===== src/inc/sipo_map.svh =====
/*
 * constants for the serial-in parallel-out latch: widths, depths, field bits.
 * assumes inclusion by bare name from the design files; definitions only.
 */
`ifndef SIPO_MAP_SVH
`define SIPO_MAP_SVH

// ==========================================================
// widths and depths
`define SIPO_STAGES      8
`define SIPO_LAST        7
`define SIPO_EVT_W       2
`define SIPO_FIFO_DEPTH  32
`define SIPO_PTR_W       5
`define SIPO_CNT_W       6
`define SIPO_PIN_W       4

// ==========================================================
// event word fields
`define SIPO_EVT_KIND    1
`define SIPO_EVT_DATA    0

// ==========================================================
// synchronised pin bits
`define SIPO_PIN_SCLK    0
`define SIPO_PIN_DATA    1
`define SIPO_PIN_STB     2
`define SIPO_PIN_OE      3

// ==========================================================
// reset values
`define SIPO_RST_BYTE    8'h00
`define SIPO_RST_BIT     1'h0

`endif


===== src/inc/sipo_pkg.sv =====
/*
 * types for the serial-in parallel-out latch.
 * assumes sipo_map.svh is on the include path.
 */
`include "sipo_map.svh"

package sipo_pkg;

    // ==========================================================
    // shift clock edge kind carried in each event
    typedef enum logic {
        SIPO_EDGE_FALL,
        SIPO_EDGE_RISE
    } sipo_edge_t;

    typedef logic [`SIPO_STAGES-1:0] sipo_byte_t;
    typedef logic [`SIPO_EVT_W-1:0]  sipo_evt_t;

endpackage


===== src/design/sipo_sync.sv =====
/*
 * two-flop synchroniser bank for asynchronous pin inputs.
 * assumes one system clock and an asynchronous active-high reset.
 */
`timescale 1ns/1ps

module sipo_sync #(
    parameter int W = 1
) (
    // clock and reset
    input  wire logic         clk_i,
    input  wire logic         rst_i,
    // pins and synchronised levels
    input  wire logic [W-1:0] async_i,
    output logic      [W-1:0] sync_o
);

    // ==========================================================
    // per-bit two-stage chain
    genvar g;
    generate
        for (g = 0; g < W; g++) begin : g_bit
            logic meta_r;
            logic stab_r;
            always_ff @(posedge clk_i or posedge rst_i) begin
                if (rst_i) begin
                    meta_r <= 1'b0;
                    stab_r <= 1'b0;
                end else begin
                    meta_r <= async_i[g];
                    stab_r <= meta_r;
                end
            end
            assign sync_o[g] = stab_r;
        end
    endgenerate

endmodule


===== src/design/sipo_fifo.sv =====
/*
 * synchronous fifo with valid/ready on both sides.
 * assumes one clock; depth is a power of two matching the pointer width.
 */
`timescale 1ns/1ps

module sipo_fifo #(
    parameter int W     = 2,
    parameter int DEPTH = 32,
    parameter int PTR_W = 5
) (
    // clock and reset
    input  wire logic         clk_i,
    input  wire logic         rst_i,
    // fill side
    input  wire logic         in_valid_i,
    output logic              in_ready_o,
    input  wire logic [W-1:0] in_data_i,
    // drain side
    output logic              out_valid_o,
    input  wire logic         out_ready_i,
    output logic      [W-1:0] out_data_o
);

    logic [W-1:0]   mem [DEPTH];
    logic [PTR_W-1:0] wr_ptr_r;
    logic [PTR_W-1:0] rd_ptr_r;
    logic [PTR_W:0]   count_r;
    logic             push;
    logic             pop;

    // ==========================================================
    // handshakes
    assign in_ready_o  = (count_r != DEPTH[PTR_W:0]);
    assign out_valid_o = (count_r != '0);
    assign out_data_o  = mem[rd_ptr_r];
    assign push        = in_valid_i && in_ready_o;
    assign pop         = out_valid_o && out_ready_i;

    // ==========================================================
    // storage
    always_ff @(posedge clk_i) begin
        if (push) begin
            mem[wr_ptr_r] <= in_data_i;
        end
    end

    // ==========================================================
    // pointers and fill count
    always_ff @(posedge clk_i or posedge rst_i) begin
        if (rst_i) begin
            wr_ptr_r <= '0;
            rd_ptr_r <= '0;
            count_r  <= '0;
        end else begin
            if (push) begin
                wr_ptr_r <= wr_ptr_r + 1'b1;
            end
            if (pop) begin
                rd_ptr_r <= rd_ptr_r + 1'b1;
            end
            if (push && !pop) begin
                count_r <= count_r + 1'b1;
            end else if (pop && !push) begin
                count_r <= count_r - 1'b1;
            end
        end
    end

endmodule


===== src/design/sipo_top.sv =====
/*
 * serial-in parallel-out shift register with strobed latch and
 * three-state parallel outputs.
 * assumes shift clock, data, strobe and enable arrive as asynchronous
 * pins sampled by the 10 MHz system clock; drain_hold_i is same-clock.
 */
`timescale 1ns/1ps
`include "sipo_map.svh"

module sipo_top (
    // clock and reset
    input  wire logic                    clk_i,
    input  wire logic                    rst_i,
    // pins from the controller
    input  wire logic                    shift_clk_i,
    input  wire logic                    ser_data_i,
    input  wire logic                    strobe_i,
    input  wire logic                    out_en_i,
    // local stall of the event drain
    input  wire logic                    drain_hold_i,
    // serial outputs
    output logic                         ser_fast_o,
    output logic                         ser_dly_o,
    // three-state parallel outputs
    output logic [`SIPO_STAGES-1:0]      par_o,
    output logic [`SIPO_STAGES-1:0]      par_oe_o,
    // status
    output logic                         evt_busy_o,
    output logic                         overrun_o
);

    // ==========================================================
    // declarations
    logic [`SIPO_PIN_W-1:0]  pins_async;
    logic [`SIPO_PIN_W-1:0]  pins_sync;
    logic                    sclk_prev_r;
    logic                    sclk_rise;
    logic                    sclk_fall;
    sipo_pkg::sipo_evt_t     evt_in;
    logic                    evt_in_valid;
    logic                    evt_in_ready;
    sipo_pkg::sipo_evt_t     evt_out;
    logic                    evt_out_valid;
    logic                    evt_pop;
    sipo_pkg::sipo_edge_t    evt_kind;
    sipo_pkg::sipo_byte_t    stage_r;
    sipo_pkg::sipo_byte_t    stage_nxt;
    sipo_pkg::sipo_byte_t    latch_r;
    logic                    fast_r;
    logic                    dly_r;
    logic                    oe_r;
    logic                    busy_r;
    logic                    overrun_r;

    // ==========================================================
    // edge kind decode
    function automatic sipo_pkg::sipo_edge_t evt_kind_of(input sipo_pkg::sipo_evt_t e);
        evt_kind_of = e[`SIPO_EVT_KIND] ? sipo_pkg::SIPO_EDGE_RISE
                                        : sipo_pkg::SIPO_EDGE_FALL;
    endfunction

    // ==========================================================
    // pin synchronisers
    assign pins_async = {out_en_i, strobe_i, ser_data_i, shift_clk_i};

    sipo_sync #(
        .W       (`SIPO_PIN_W)
    ) u_sync (
        .clk_i   (clk_i),
        .rst_i   (rst_i),
        .async_i (pins_async),
        .sync_o  (pins_sync)
    );

    // ==========================================================
    // shift clock edge detection
    always_ff @(posedge clk_i or posedge rst_i) begin
        if (rst_i) begin
            sclk_prev_r <= 1'b0;
        end else begin
            sclk_prev_r <= pins_sync[`SIPO_PIN_SCLK];
        end
    end

    assign sclk_rise = pins_sync[`SIPO_PIN_SCLK] && !sclk_prev_r;
    assign sclk_fall = !pins_sync[`SIPO_PIN_SCLK] && sclk_prev_r;

    // rising events carry the data bit sampled with the edge
    assign evt_in_valid = sclk_rise || sclk_fall;
    assign evt_in       = {sclk_rise, pins_sync[`SIPO_PIN_DATA]};

    // ==========================================================
    // event buffer
    sipo_fifo #(
        .W           (`SIPO_EVT_W),
        .DEPTH       (`SIPO_FIFO_DEPTH),
        .PTR_W       (`SIPO_PTR_W)
    ) u_fifo (
        .clk_i       (clk_i),
        .rst_i       (rst_i),
        .in_valid_i  (evt_in_valid),
        .in_ready_o  (evt_in_ready),
        .in_data_i   (evt_in),
        .out_valid_o (evt_out_valid),
        .out_ready_i (!drain_hold_i),
        .out_data_o  (evt_out)
    );

    assign evt_pop  = evt_out_valid && !drain_hold_i;
    assign evt_kind = evt_kind_of(evt_out);

    // ==========================================================
    // shift register stages
    always_comb begin
        stage_nxt = {stage_r[`SIPO_LAST-1:0], evt_out[`SIPO_EVT_DATA]};
    end

    always_ff @(posedge clk_i or posedge rst_i) begin
        if (rst_i) begin
            stage_r <= `SIPO_RST_BYTE;
        end else if (evt_pop && evt_kind == sipo_pkg::SIPO_EDGE_RISE) begin
            stage_r <= stage_nxt;
        end
    end

    // ==========================================================
    // serial outputs
    always_ff @(posedge clk_i or posedge rst_i) begin
        if (rst_i) begin
            fast_r <= `SIPO_RST_BIT;
        end else if (evt_pop && evt_kind == sipo_pkg::SIPO_EDGE_RISE) begin
            fast_r <= stage_r[`SIPO_LAST-1];
        end
    end

    always_ff @(posedge clk_i or posedge rst_i) begin
        if (rst_i) begin
            dly_r <= `SIPO_RST_BIT;
        end else if (evt_pop && evt_kind == sipo_pkg::SIPO_EDGE_FALL) begin
            dly_r <= fast_r;
        end
    end

    // ==========================================================
    // storage latch
    always_ff @(posedge clk_i or posedge rst_i) begin
        if (rst_i) begin
            latch_r <= `SIPO_RST_BYTE;
        end else if (pins_sync[`SIPO_PIN_STB]) begin
            latch_r <= stage_r;
        end
    end

    // ==========================================================
    // output enable
    always_ff @(posedge clk_i or posedge rst_i) begin
        if (rst_i) begin
            oe_r <= 1'b0;
        end else begin
            oe_r <= pins_sync[`SIPO_PIN_OE];
        end
    end

    // ==========================================================
    // buffer status
    always_ff @(posedge clk_i or posedge rst_i) begin
        if (rst_i) begin
            busy_r    <= 1'b0;
            overrun_r <= 1'b0;
        end else begin
            busy_r <= evt_out_valid;
            if (evt_in_valid && !evt_in_ready) begin
                overrun_r <= 1'b1;
            end
        end
    end

    // ==========================================================
    // outputs
    assign ser_fast_o = fast_r;
    assign ser_dly_o  = dly_r;
    assign par_o      = latch_r;
    assign par_oe_o   = {`SIPO_STAGES{oe_r}};
    assign evt_busy_o = busy_r;
    assign overrun_o  = overrun_r;

endmodule


===== config.mk =====
export PLATFORM = sky130hd
export DESIGN_NAME = sipo_top
export DESIGN_NICKNAME = d
export VERILOG_FILES = /design/src/inc/sipo_pkg.sv /design/src/design/sipo_sync.sv /design/src/design/sipo_fifo.sv /design/src/design/sipo_top.sv
export VERILOG_INCLUDE_DIRS = /design/src /design/src/inc
export SDC_FILE = /design/constraint.sdc
export NUM_CORES = 1
export LEC_CHECK = 0
export ABC_AREA = 1
export BUFFER_PORTS_ARGS = -buffer_cell sky130_fd_sc_hd__buf_2
export CAP_MARGIN = 5
export CORE_MARGIN = 3
export CORE_UTILIZATION = 50
export DETAILED_ROUTE_END_ITERATION = 10
export PLACE_DENSITY = 0.67
export SYNTH_ARGS = -nofsm -noshare
export SYNTH_HDL_FRONTEND = slang
export SYNTH_SLANG_ARGS = --single-unit

===== constraint.sdc =====
create_clock -name clk_i -period 2.37 [get_ports clk_i]
set_clock_uncertainty 0.2 [all_clocks]
set_input_delay 0.474 -clock clk_i [delete_from_list [all_inputs] [get_ports clk_i]]
set_output_delay 0.474 -clock clk_i [all_outputs]
set_load 0.005 [all_outputs]

# Word level (Yosys, flattened, before mapping)

Memories as Yosys holds them, arrays and structs flattened.
Cells that the tools add are included.

Flip-flop bits (word level): 46
Bits in writable memories: 64
Input bits: 7
Output and inout port bits: 20
Logic and storage cells: 49
Memories: 1

Memories:

| memory     | depth | bits a word | read ports | clocked after memory_dff | write ports | RTL line        | RTL |
|---|---|---|---|---|---|---|---|
| u_fifo.mem | 32    | 2           | 1          | 0                        | 1           | sipo_fifo.sv:25 | `logic [W-1:0] mem [DEPTH];` |

Add/sub/neg operators: 4
Equality and inequality tests: 1
Multiplexer cells: 5
Bitwise operators: 1
Reduce and logical (&&, ||, !) cells: 18

Operators with widths:

| kind                | count |
|---|---|
| $mux 6              | 2 |
| $add 5x1->5 const B | 2 |
| $logic_and 1x1->1   | 9 |
| $add 6x1->6 const B | 1 |
| $logic_not 1->1     | 6 |
| $ne 6x6->1 const B  | 1 |
| $reduce_bool 6->1   | 1 |
| $sub 6x1->6 const B | 1 |
| $mux 1              | 3 |
| $reduce_bool 2->1   | 1 |
| $logic_or 1x1->1    | 1 |
| $not 1->1           | 1 |

# Logic depth before layout (Yosys ltp)

Gate-level depths: netlist (run 1).

Depth after elaboration: 8
Depth in mapped cells: 17
Gate-level depth less buffers: 17

# Modules after synthesis

From an unflattened synthesis (run 1), not the netlist that was laid out.

Cell total of the unflattened synthesis: 517
Area total of the unflattened synthesis: 5132.4 sq um

Modules (own cells, without submodules):

| module    | times used | cells each | area an instance (sq um) | sequential area each (sq um) |
|---|---|---|---|---|
| sipo_fifo | 1          | 411        | 3977.6                   | 2322.2 |
| sipo_top  | 1          | 93         | 920.9                    | 525.5 |
| sipo_sync | 1          | 13         | 234.0                    | 200.2 |

# Worst setup path after synthesis (run 1)

No wires, ideal clock.

Path type: register to register
From: register u_sync.g_bit[0].stab_r
To: register u_fifo.count_r[5]
Library setup time: 0.126 ns
Data arrival time: 2.176 ns
Data required time: 2.044 ns
Path slack: -0.132 ns
Cell stages (with the launch flop): 16
Buffers on the path: 1
Clock period less this slack: 2.502 ns
Path through: dfrtp_1 -> ha_1 -> nor2_1 -> buf_2 -> ha_1 -> inv_1 -> ha_1 -> nand3_1 -> nand3_1 -> nand2_1 -> a21oi_1 -> nor2_1 -> nand2_1 -> nand2_1 -> nand2_1 -> o21ai_0

Word-level cells in the longest chain between the ends: 7
Elaborated cells on any way between the ends: 10
Classes of those cells: mux (1); reduce/logical (9)

RTL lines:

| item                               | RTL line        | RTL |
|---|---|---|
| start, declared                    | sipo_sync.sv:24 | `logic stab_r;` |
| start signal, assigned             | sipo_sync.sv:31 | `stab_r <= meta_r;` |
| $logic_not 1->1                    | sipo_top.sv:86  | `` assign sclk_fall = !pins_sync[`SIPO_PIN_SCLK] && sclk_prev_r; `` |
| $logic_and 1x1->1                  | sipo_top.sv:86  |  |
| $logic_or 1x1->1 (*)               | sipo_top.sv:89  | `assign evt_in_valid = sclk_rise \|\| sclk_fall;` |
| $logic_and 1x1->1 (*)              | sipo_fifo.sv:37 | `assign push = in_valid_i && in_ready_o;` |
| via u_fifo.push                    | sipo_fifo.sv:29 | `logic push;` |
| $logic_not 1->1                    | sipo_fifo.sv:64 | `end else if (pop && !push) begin` |
| $logic_and 1x1->1                  | sipo_fifo.sv:64 |  |
| $reduce_bool 2->1 (no source line) | --              |  |
| end signal, assigned               | sipo_fifo.sv:63 | `count_r <= count_r + 1'b1;` |
| end signal, assigned               | sipo_fifo.sv:65 | `count_r <= count_r - 1'b1;` |
| end, declared                      | sipo_fifo.sv:28 | `logic [PTR_W:0] count_r;` |

Mark *: on every way through the listed nets, which the timed path passes. The rest lies on a longest branch.
A chain may end at the register's enable or synchronous reset.

# Worst setup path in the final report (run 1)

From: register u_fifo.count_r[2]
To: register u_fifo.count_r[4]

Word-level cells in the longest chain between the ends: 5
Elaborated cells on any way between the ends: 13
Classes of those cells: add/sub (2); eq/ne (1); mux (2); reduce/logical (8)

RTL lines:

| item |
|---|
| parallel branches: the longest is 5 deep, another holds $sub 6x1->6 |

Several ways; the timed one is not identified. The select of a mux whose other input is x is not followed.

==> results by group, run 1 <==
Drt
  – Wirelength per Cell: 14.47 um
  – DRT Pass-1 Iters: 4
  – Routed wire length: 9434 um
  – Final ANT Viol Nets: 0
  – Residual DRC: 0
  – Vias/cell: 4.962
  – Iteration-0 DRC count of the detailed router: 220
  – Via count: approximately 3200

Pwr
  – Cell Pwr Density: 1109 mW/mm^2
  – Share of power burned in registers: 42.2%
  – Net Sw Frac: 40.23%
  – P_int: 3675 uW
  – Peak supply drop: 0.7726 mV
  – Clk pwr share: 16.6%
  – Design Power: 6148 uW
  – Comb pwr share: between 40% and 50%
  – Net switching power: 2473 uW
  – P_leak: 0.002460 uW

Yosys
  – Share of the synthesized area in the top cell type: between 30% and 40%
  – Mapped Area: 0.004883 mm^2
  – Post-synth ARST share: 41.28%
  – Flops & latches, synth: around 110
  – Yosys top cell by area: edfxtp_1
  – Syn avg cell area: approximately 10 um^2
  – Post-synth EDFFs: 64
  – Count leader, synth: nand2_1
  – Synth cell types: 28
  – Synth Warn #: 0
  – Post-Syn Nets: 497
  – Register area share after synthesis: between 60% and 70%
  – List of most frequent post-synthesis cells: nand2_1, edfxtp_1, inv_1, nor2_1, dfrtp_1
  – Main synth FF type: edfxtp_1
  – Ranking of synthesized cells by area: edfxtp_1, dfrtp_1, nand2_1, nand3_1, inv_1
  – Mapped Cells: ~480

Global route
  – First-pass GRT wire length: ~16000 um
  – Vias in the first global route: between 3000 and 4000
  – Largest net degree at the start of global routing: 33
  – GRT overflow: 0
  – Initial antenna violation count: 0
  – Total Routing Usage GR: a little under a fifth

CTS
  – Worst-Skew Late Latency: 0.37 ns
  – Clk root buf: clkbuf_8
  – Worst-path clk slew: 0.10 ns
  – Num Clock Sinks: between 100 and 150
  – H-tree level count: 3
  – Max clock buf depth: 2
  – CTS tree: yes
  – CTS buffer count: 9

Setup path
  – Crit-path max FO: 2
  – CP max stage delay: 0.40 ns
  – Arr. time, crit path: 2.62 ns
  – CP Class: reg -> reg
  – Critical-path top delay cell: dfrtp_1
  – Worst Path Required: 2.43 ns
  – R2R setup slack: -0.19 ns
  – CP Launch Type: register
  – Critical-path cell list: nor2_2, nand3_2, nor3_2, nor2_4, ha_4, buf_4, fa_1, o21ai_1, nand2_1, nand2_1, o21ai_0, a21oi_1, a21oi_1
  – Critical Path End Type: register

Finish
  – Ratio of cells with drive above 1 in the final layout: 18.55%
  – Nets: 538
  – # diodes: 0
  – Syn-to-layout area delta: 13.50%

Timing
  – RSZ-0062 raised after global routing: true
  – Pins Over Slew Limit: 0
  – Worst Tran Pin Value: 0.5197 ns
  – Final worst path period need: between 2 and 3 ns
  – Post-route setup slack: -0.1938 ns
  – Fmax: 390.0 MHz
  – Setup violators final: 2
  – Slew HR: 65.30%
  – Period utilization: 108.2%
  – Final hold vios: 0
  – Setup Total Neg Slack: -0.3375 ns

Floorplan
  – Cell Rows: 35
  – Die Span X: 104.8 um
  – Initial Utilization: between 50% and 60%
  – Die area: 0.01099 mm^2
  – Die Y: 104.8 um
  – Placeable Area: 0.009371 mm^2
  – Num ports: 27

Outcome
  – Status: finished with violations
  – Failing checks: setup timing

Placement
  – Buffers on Ports: 26
  – Post-DP HPWL: 6284 um
  – Routability Congestion: about 0.78

Min path
  – Worst min path class: reg -> reg

Job
  – Max Cap Viol: 0
final cells by class:
| cell class | count | area, um^2 |
|---|---|---|
| Clock buffer | 9 | 123.9 |
| Clock inverter | 7 | 50.05 |
| Fill cell | 808 | 3829 |
| Inverter | 51 | 197.7 |
| Multi-Input combinational cell | 295 | 1608 |
| Sequential cell | 109 | 3048 |
| Tap cell | 129 | 161.4 |
| Timing Repair Buffer | 52 | 354.1 |
flip-flops by register name, summed over array words and instances, names as in the netlist:
register / flops
u_fifo.mem: 64
par_o: 8
stage_r: 8
oe_r: 1
u_sync.g_bit.meta_r: 4
u_fifo.rd_ptr_r: 5
ser_dly_o: 1
evt_busy_o: 1
overrun_o: 1
u_fifo.wr_ptr_r: 5
u_sync.g_bit.stab_r: 4
u_fifo.count_r: 6
sclk_prev_r: 1
worst paths after layout:
check	startpoint	to	cells past startpoint
worst min register to register	u_sync.g_bit[3].meta_r$_DFF_PP0_	u_sync.g_bit[3].stab_r$_DFF_PP0_	0
min in group asynchronous	rst_i	u_fifo.rd_ptr_r[0]$_DFFE_PP0P_	3
worst min-delay path	u_sync.g_bit[3].meta_r$_DFF_PP0_	u_sync.g_bit[3].stab_r$_DFF_PP0_	0
worst max-delay path	u_fifo.count_r[2]$_DFFE_PP0P_	u_fifo.count_r[4]$_DFFE_PP0P_	13
max in group asynchronous	rst_i	stage_r[5]$_DFFE_PP0P_	4
worst max register to register	u_fifo.count_r[2]$_DFFE_PP0P_	u_fifo.count_r[4]$_DFFE_PP0P_	13
power groups by stage:
stage	clock network, uW	logic, uW	registers (uW)
detailed placement	0	2360	2630
finish	1020	2540	2590
global placement	0	2300	2610
CTS	1060	2390	2590
global route	1130	2880	2640
floorplan	0	1760	2580
cells by family after synthesis:
logic type | count (synthesis) | synth area share, %
DFF | 109 | 62.41
adders and majority gates | 13 | 3.484
AOI/OAI and AO/OA | 22 | 2.434
and+or+nand+nor | 241 | 20.80
xor gates and xnor gates | 11 | 1.973
muxes | 8 | 1.845
buffers and inverters | 73 | 7.046
metal layers:
metal | vias to the layer above | global-route usage, % | wire, um | part of all wire [%]
li1 | 1628 | - | - | -
met1 | 1546 | 23.06 | 4122 | 44
met2 | 50 | 30.80 | 4853 | 51
met3 | 11 | 3.953 | 305 | 3.2
met4 | 0 | 7.123 | 153 | 1.6
met5 | - | 0 | 0 | 0
per-stage QoR:
step                      utilization (%)  instances  setup slack (ns)  hold slack, ns  area (um^2)
after floorplan                         -        477          0.002997          0.1312         4907
after global placement              55.18        625        -0.0004530          0.1318         5171
after detailed placement            55.18        625           -0.1729          0.1347         5171
after CTS                           57.73        647          -0.08518          0.1572         5410
after global routing                59.15        652           -0.3481          0.1686         5543
final                               59.15        652           -0.1938          0.1554         5543
cells in the final DEF (no fill, tap or decap), types with 3 or more instances in the layout:
cell,n
inv_1,44
mux2_2,8
clkbuf_8,9
buf_2,26
xor2_1,9
ha_4,6
a21oi_1,4
nand4_1,10
buf_4,19
dfrtp_1,45
nand3_2,4
nor2_1,45
nand3_1,33
inv_2,5
nand2_1,137
edfxtp_1,64
dlygate4sd3_1,5
ha_1,6
nand2_2,3
o21ai_0,11
worst max-delay path: cells and delay by family (launching register included):
family	cells	cell delay (ns)
and+or+nand+nor	6	0.71
adders and majority gates	2	0.57
AOI/OAI and AO/OA	4	0.45
DFF	1	0.40
buffers and inverters	1	0.14
repair_timing:
action | CTS | global route
resized for setup | 3 | 15
pin swaps | 1 | 9
hold buffers | 5 | 0
endpoints found under the hold margin | 25 | 0
setup buffers | 1 | 5
setup endpoints to repair | 2 | 4
(Power assumes the default switching activity.)
==> run 2: changes to the inputs <==
- CORE_UTILIZATION: 50 -> 38
- PLACE_DENSITY: 0.67 -> 0.53
- SETUP_SLACK_MARGIN: default -> 0.5
==> run 2 against run 1 <==
Effect of this change:
- the run now ends clean
- power up 27%
- sequential share of layout area down 8.0 points
- critical endpoint is now u_fifo.count_r[5]$_DFFE_PP0P_
- setup slack better by 0.25 ns
- clock power up 37%
- fmax up 11%
- utilization down 6.2 points
- wire length up 17%
- critical path type unchanged
==> results by group, run 2 (synthesis gave the netlist of run 1 again) <==
Global route
  – Total Routing Usage GR: 14.82%
  – Vias in the first global route: 3289
  – Initial antenna violation count: 0
  – Largest net degree at the start of global routing: 33
  – GRT overflow: 0
  – First-pass GRT wire length: between 15000 and 20000 um

Setup path
  – Setup crit end: u_fifo.count_r[5]$_DFFE_PP0P_
  – Reg2reg start: u_fifo.count_r[1]$_DFFE_PP0P_
  – R2R setup slack: 0.05 ns
  – R2R depth: 17
  – CP Class: reg -> reg
  – Arr. time, crit path: 2.35 ns
  – CP Launch Type: register
  – CP startpoint: u_fifo.count_r[1]$_DFFE_PP0P_
  – Reg-to-reg critical path endpoint: u_fifo.count_r[5]$_DFFE_PP0P_
  – Crit-path max FO: 5
  – Critical Path End Type: register
  – Worst Path Required: 2.41 ns

Drt
  – Via count: 3386
  – Routed wire length: 11020 um
  – Final ANT Viol Nets: 0
  – Iteration-0 DRC count of the detailed router: 242
  – Wirelength per Cell: 15.46 um
  – DRT Pass-1 Iters: 4
  – Residual DRC: 0
  – Vias/cell: 4.749

Finish
  – Filler cell count: 1061
  – Nets: 560
  – Syn-to-layout area delta: 33.05%
  – Most frequent cells in the layout: nand2_1, edfxtp_1, dfrtp_1
  – # diodes: 0
  – Commonest non-fill, non-tap cell in the layout: nand2_1
  – Post-layout util: between 50% and 60%
  – Ratio of cells with drive above 1 in the final layout: 37.98%
  – Fin area: 0.006497 mm^2
  – Max FFs per register: between 60 and 70
  – Largest reg by FF count: u_fifo.mem

CTS
  – Worst-Skew Late Latency: 0.35 ns
  – CTS tree: yes
  – Num Clock Sinks: 109
  – CTS buffer count: 9
  – H-tree level count: 3
  – Max clock buf depth: 2
  – Clk root buf: clkbuf_16
  – Worst-path clk slew: 0.07 ns

Pwr
  – Net switching power: 3182 uW
  – Peak supply drop: 0.5454 mV
  – Comb pwr share: 47.8%
  – Clk pwr share: 18.0%
  – Cell Pwr Density: 1202 mW/mm^2
  – Net Sw Frac: 40.73%
  – Share of power burned in registers: 34.2%
  – P_leak: 0.002773 uW
  – Design Power: 7812 uW
  – P_int: roughly 4600 uW

Job
  – Max Cap Viol: 0

Floorplan
  – Die Span X: 119.4 um
  – Initial Utilization: 39.83%
  – Cell Rows: 40
  – Num ports: 27
  – Die area: approximately 0.014 mm^2
  – Placeable Area: between 0.01 and 0.015 mm^2
  – Die Y: 119.4 um

Min path
  – Worst min path class: in -> reg
  – Worst Hold Launch: out_en_i

Outcome
  – Status: complete, no violations

Timing
  – Final hold vios: 0
  – Hold Slack: 0.02389 ns
  – Final worst path period need: 2.315 ns
  – Slew HR: 65.83%
  – Fmax: around 430 MHz
  – Worst Tran Pin Value: 0.5111 ns
  – Pins Over Slew Limit: 0
  – Period utilization: 97.69%
  – Setup violators final: 0
  – Setup Total Neg Slack: 0 ns
  – RSZ-0062 raised after global routing: true

Placement
  – Buffers on Ports: 26
  – Placed inst area: roughly 0.0052 mm^2
  – Routability Congestion: about 0.77
  – Post-DP HPWL: 6406 um
## run 2: cell count changes in the layout (fill, tap and decap cells not counted), moves of 12 or more
cell / previous run / this run
nand2_1: 137 / 107
nand3_2: 4 / 20
nor2_4: 1 / 21
buf_6: 1 / 18
nand2_2: 3 / 22
nor2_2: 2 / 14
nor2_1: 45 / 13
nand3_1: 33 / 16
## run 2: final cells by class
cell class | count | area, um^2 | share of cell area (%)
clock buffers | 13 | 250.2 | 3.851
multi-input cells | 297 | 2105 | 32.39
well taps | 168 | 210.2 | 3.235
flip-flops and latches | 109 | 3052 | 46.97
inverters | 51 | 215.2 | 3.312
repair inverters | 2 | 20.02 | 0.3081
repair buffers | 70 | 623.1 | 9.590
clock inverters | 3 | 22.52 | 0.3466
## run 2: timing repair
item,CTS,global route
hold endpoints to repair,21,0
hold buffers,1,0
cloned,0,7
pin swaps,10,13
resized for setup,40,136
buffers inserted,17,12
endpoints found under the setup margin,111,82
## run 2: power groups by stage
stage / logic (uW) / registers [uW] / clock network, uW
after detailed placement: 2390 / 2630 / 0
after floorplan: 1770 / 2580 / 0
after CTS: 2670 / 2610 / 1440
final: 3730 / 2670 / 1400
after global placement: 2350 / 2620 / 0
after global routing: 4110 / 2720 / 1510
## run 2: worst min-delay path by stage
stage / end / slack (ns) / cells past startpoint
global placement: u_sync.g_bit[2].stab_r$_DFF_PP0_ / 0.13 / 0
detailed placement: u_sync.g_bit[0].stab_r$_DFF_PP0_ / 0.13 / 0
global route: u_sync.g_bit[2].meta_r$_DFF_PP0_ / 0.02 / 1
finish: u_sync.g_bit[3].meta_r$_DFF_PP0_ / 0.02 / 1
floorplan: oe_r$_DFF_PP0_ / 0.13 / 0
CTS: u_sync.g_bit[2].meta_r$_DFF_PP0_ / 0.01 / 1
## run 2: worst max-delay path, stage by stage, from the launching register on
cell     delay [ns]
dfrtp_1        0.40
nor2_2         0.12
nand3_2        0.09
inv_2          0.08
nand3_4        0.07
nand2_2        0.10
ha_4           0.18
inv_6          0.06
ha_4           0.27
nand2_2        0.05
nand3_2        0.08
nand2_2        0.06
a21oi_2        0.14
nor2_1         0.06
nand2_1        0.05
nand2_1        0.05
nand2_1        0.06
o21ai_1        0.06
## run 2: per-stage QoR
step / instances / setup slack, ns
after floorplan: 477 / 0.05274
after global placement: 660 / 0.02586
after detailed placement: 660 / -0.05334
after CTS: 694 / 0.04825
after global routing: 713 / -0.1028
final: 713 / 0.05463
## run 2: per-layer routing
metal / vias up / global-route usage [%] / routed length (um) / share of wire [%]
li1: 1682 / - / - / -
met5: - / 0 / 0 / 0
met2: 63 / 25.40 / 5758 / 52
met3: 12 / 3.561 / 467 / 4.2
met4: 0 / 4.939 / 176 / 1.6
met1: 1629 / 18.40 / 4620 / 42
==> run 3: changes to the inputs <==
- CELL_PAD_IN_SITES_DETAIL_PLACEMENT: default -> 1
- CELL_PAD_IN_SITES_GLOBAL_PLACEMENT: default -> 1
- PLACE_DENSITY: 0.53 -> 0.64
==> run 3 against run 2 <==
Effect of this change:
- the flow now finishes with violations (setup timing)
- clock-buffer cell count is 2 lower
- wire length rose by 8.7%
- fmax is 4.6% lower
- global-route usage is 2.0 points higher
- sequential power is essentially flat
- register-to-register slack worse by 0.11 ns
- first-iteration DRC count down 26%
- die area unchanged
- critical endpoint is now u_fifo.count_r[4]$_DFFE_PP0P_
- largest power group unchanged
- highest routed layer unchanged
==> results by group, run 3 (synthesis gave the netlist of run 1 again) <==
CTS
  – Num Clock Sinks: 109
  – Clk root buf: clkbuf_16
  – H-tree level count: 3
  – Worst-path clk slew: 0.07 ns
  – Worst-Skew Late Latency: 0.35 ns
  – CTS buffer count: 9
  – Max clock buf depth: 2
  – CTS tree: yes

Drt
  – Residual DRC: 0
  – Top layer in use: met4
  – Met1 Wirelength: 5359 um
  – Met3 wire length: 353 um
  – Wirelength per Cell: 17.05 um
  – WL met2: 6079 um
  – Via count: 3426
  – Iteration-0 DRC count of the detailed router: 180
  – DRT Pass-1 Iters: 4
  – Vias/cell: 4.873
  – Final ANT Viol Nets: 0
  – Routed wire length: 11990 um

Timing
  – RSZ-0062 raised after global routing: true
  – Period utilization: 102.4%
  – Final hold vios: 0
  – Post-route setup slack: -0.05713 ns
  – Worst Tran Pin Value: 0.3564 ns
  – Setup violators final: 3
  – Fmax: 412.0 MHz
  – Final worst path period need: between 2 and 2.5 ns
  – Pins Over Slew Limit: 0
  – Slew HR: 76.24%
  – Hold Slack: 0.02278 ns

Outcome
  – Status: finished with violations
  – Failing checks: setup timing

Placement
  – Routability Congestion: approximately 0.8
  – Worst slack, placed: -0.1225 ns
  – Buffers on Ports: 26
  – Post-DP HPWL: 7209 um

Min path
  – Worst Hold Launch: strobe_i
  – Hold endpoint: u_sync.g_bit[2].meta_r$_DFF_PP0_
  – Hold path depth: 1
  – Worst min path class: in -> reg

Setup path
  – Reg-to-reg critical path endpoint: u_fifo.count_r[4]$_DFFE_PP0P_
  – Critical Path End Type: register
  – Critical-path cell list: nor2_2, nand3_4, nor3_4, nor2_2, ha_4, buf_6, fa_2, o21ai_2, nand2_1, nand2_1, o21ai_1, a21oi_1, a21oi_1
  – CP max stage delay: 0.40 ns
  – R2R setup slack: -0.06 ns
  – CP Class: reg -> reg
  – Arr. time, crit path: 2.47 ns
  – R2R depth: 13
  – Critical-path top delay cell: dfrtp_1
  – CP Launch Type: register
  – Reg2reg start: u_fifo.count_r[1]$_DFFE_PP0P_
  – Crit-path max FO: 2
  – CP startpoint: u_fifo.count_r[1]$_DFFE_PP0P_
  – Worst Path Required: 2.41 ns

Global route
  – First-pass GRT wire length: 18610 um
  – Total Routing Usage GR: between 10% and 20%
  – Initial antenna violation count: 0
  – GRT overflow: 0
  – Largest net degree at the start of global routing: between 40 and 50
  – Vias in the first global route: 3597

Finish
  – Most frequent cells in the layout: nand2_1, edfxtp_1, inv_1, dfrtp_1, nor2_1
  – Area occupied by multi-input gates: 0.001813 mm^2
  – # diodes: 0
  – Max FFs per register: 64
  – Post-layout util: 49.67%
  – Commonest non-fill, non-tap cell in the layout: nand2_1
  – Filler cell count: 1342
  – Sequential Area: 0.003050 mm^2
  – Largest reg by FF count: u_fifo.mem
  – Ratio of cells with drive above 1 in the final layout: a little under a third
  – Nets: 550
  – Syn-to-layout area delta: 24.72%

Floorplan
  – Die area: 0.01425 mm^2
  – Num ports: 27
  – Die Y: 119.4 um
  – Initial Utilization: 39.83%
  – Cell Rows: 40
  – Die Span X: roughly 120 um
  – Placeable Area: 0.01226 mm^2

Pwr
  – Cell Pwr Density: 1231 mW/mm^2
  – Comb pwr share: 45.0%
  – Share of power burned in registers: a little over a third
  – Net switching power: 2992 uW
  – P_int: about 4500 uW
  – P_leak: ~0.0027 uW
  – Peak supply drop: 0.5915 mV
  – Clk pwr share: 19.8%
  – Net Sw Frac: 39.91%

Job
  – Max Cap Viol: 0
==> run 3: cell types whose count changed in the layout (fill, tap and decap cells not counted), sizes merged <==
cell,before,now
nand2,144,143
buf,67,59
bufinv,0,1
clkbuf,15,12
inv,54,51
clkinv,1,5
==> run 3: worst max path at each step <==
stage	slack [ns]	to	cells after the start
2_1_floorplan	0.05	u_fifo.count_r[5]$_DFFE_PP0P_	15
3_3_place_gp	0.01	u_fifo.count_r[5]$_DFFE_PP0P_	14
3_5_place_dp	-0.12	u_fifo.count_r[5]$_DFFE_PP0P_	14
4_1_cts	-0.02	u_fifo.count_r[5]$_DFFE_PP0P_	17
5_1_grt	-0.19	u_fifo.count_r[4]$_DFFE_PP0P_	13
6_report	-0.06	u_fifo.count_r[4]$_DFFE_PP0P_	13
==> run 3: layer usage <==
metal  vias up  track usage, %
met5         -               0
met4         0           5.941
met3        11           4.131
met2        42           28.72
met1      1728           20.91
li1       1645               -
==> run 3: stage by stage <==
| step | std cells | total power, uW | TNS (ns) | cell area, um^2 |
|---|---|---|---|---|
| after floorplan | 477 | 4343 | 0 | 4910 |
| after detailed placement | 663 | 5084 | -0.1225 | 5215 |
| after global placement | 663 | 5013 | 0 | 5215 |
| after CTS | 689 | 6934 | -0.03348 | 5744 |
| after global routing | 703 | 8034 | -0.4913 | 6091 |
| final | 703 | 7497 | -0.08596 | 6091 |
==> run 3: power by group through the flow <==
stage               Combinational (uW)  Clock, uW  Sequential, uW
CTS                               2800       1530            2610
finish                            3370       1480            2640
global placement                  2400          0            2620
floorplan                         1770          0            2580
global route                      3750       1590            2690
detailed placement                2450          0            2630
==> run 3: worst max-delay path: cells and delay by family (launching register included) <==
kind	cells	cell delay, ns
AO/OA/AOI/OAI	4	0.40
adder cells (fa/ha/maj)	2	0.56
AND/OR/NAND/NOR	6	0.64
buffers and inverters	1	0.12
flip-flops	1	0.40
==> run 3: area by class of cell <==
class	instances	share of cell area, %
flip-flops and latches	109	50.08
multi-input cells	296	29.77
repair buffers	61	8.258
clock buffers	11	3.821
inverters	51	3.554
well taps	168	3.451
clock inverters	5	0.8628
repair inverters	2	0.2054
==> run 3: repair_timing <==
item	CTS	global route
setup endpoints to repair	79	81
cloned	1	3
pin swaps	14	30
setup buffers	8	11
endpoints found under the hold margin	45	0
gates resized for setup	43	64
hold buffers	1	0
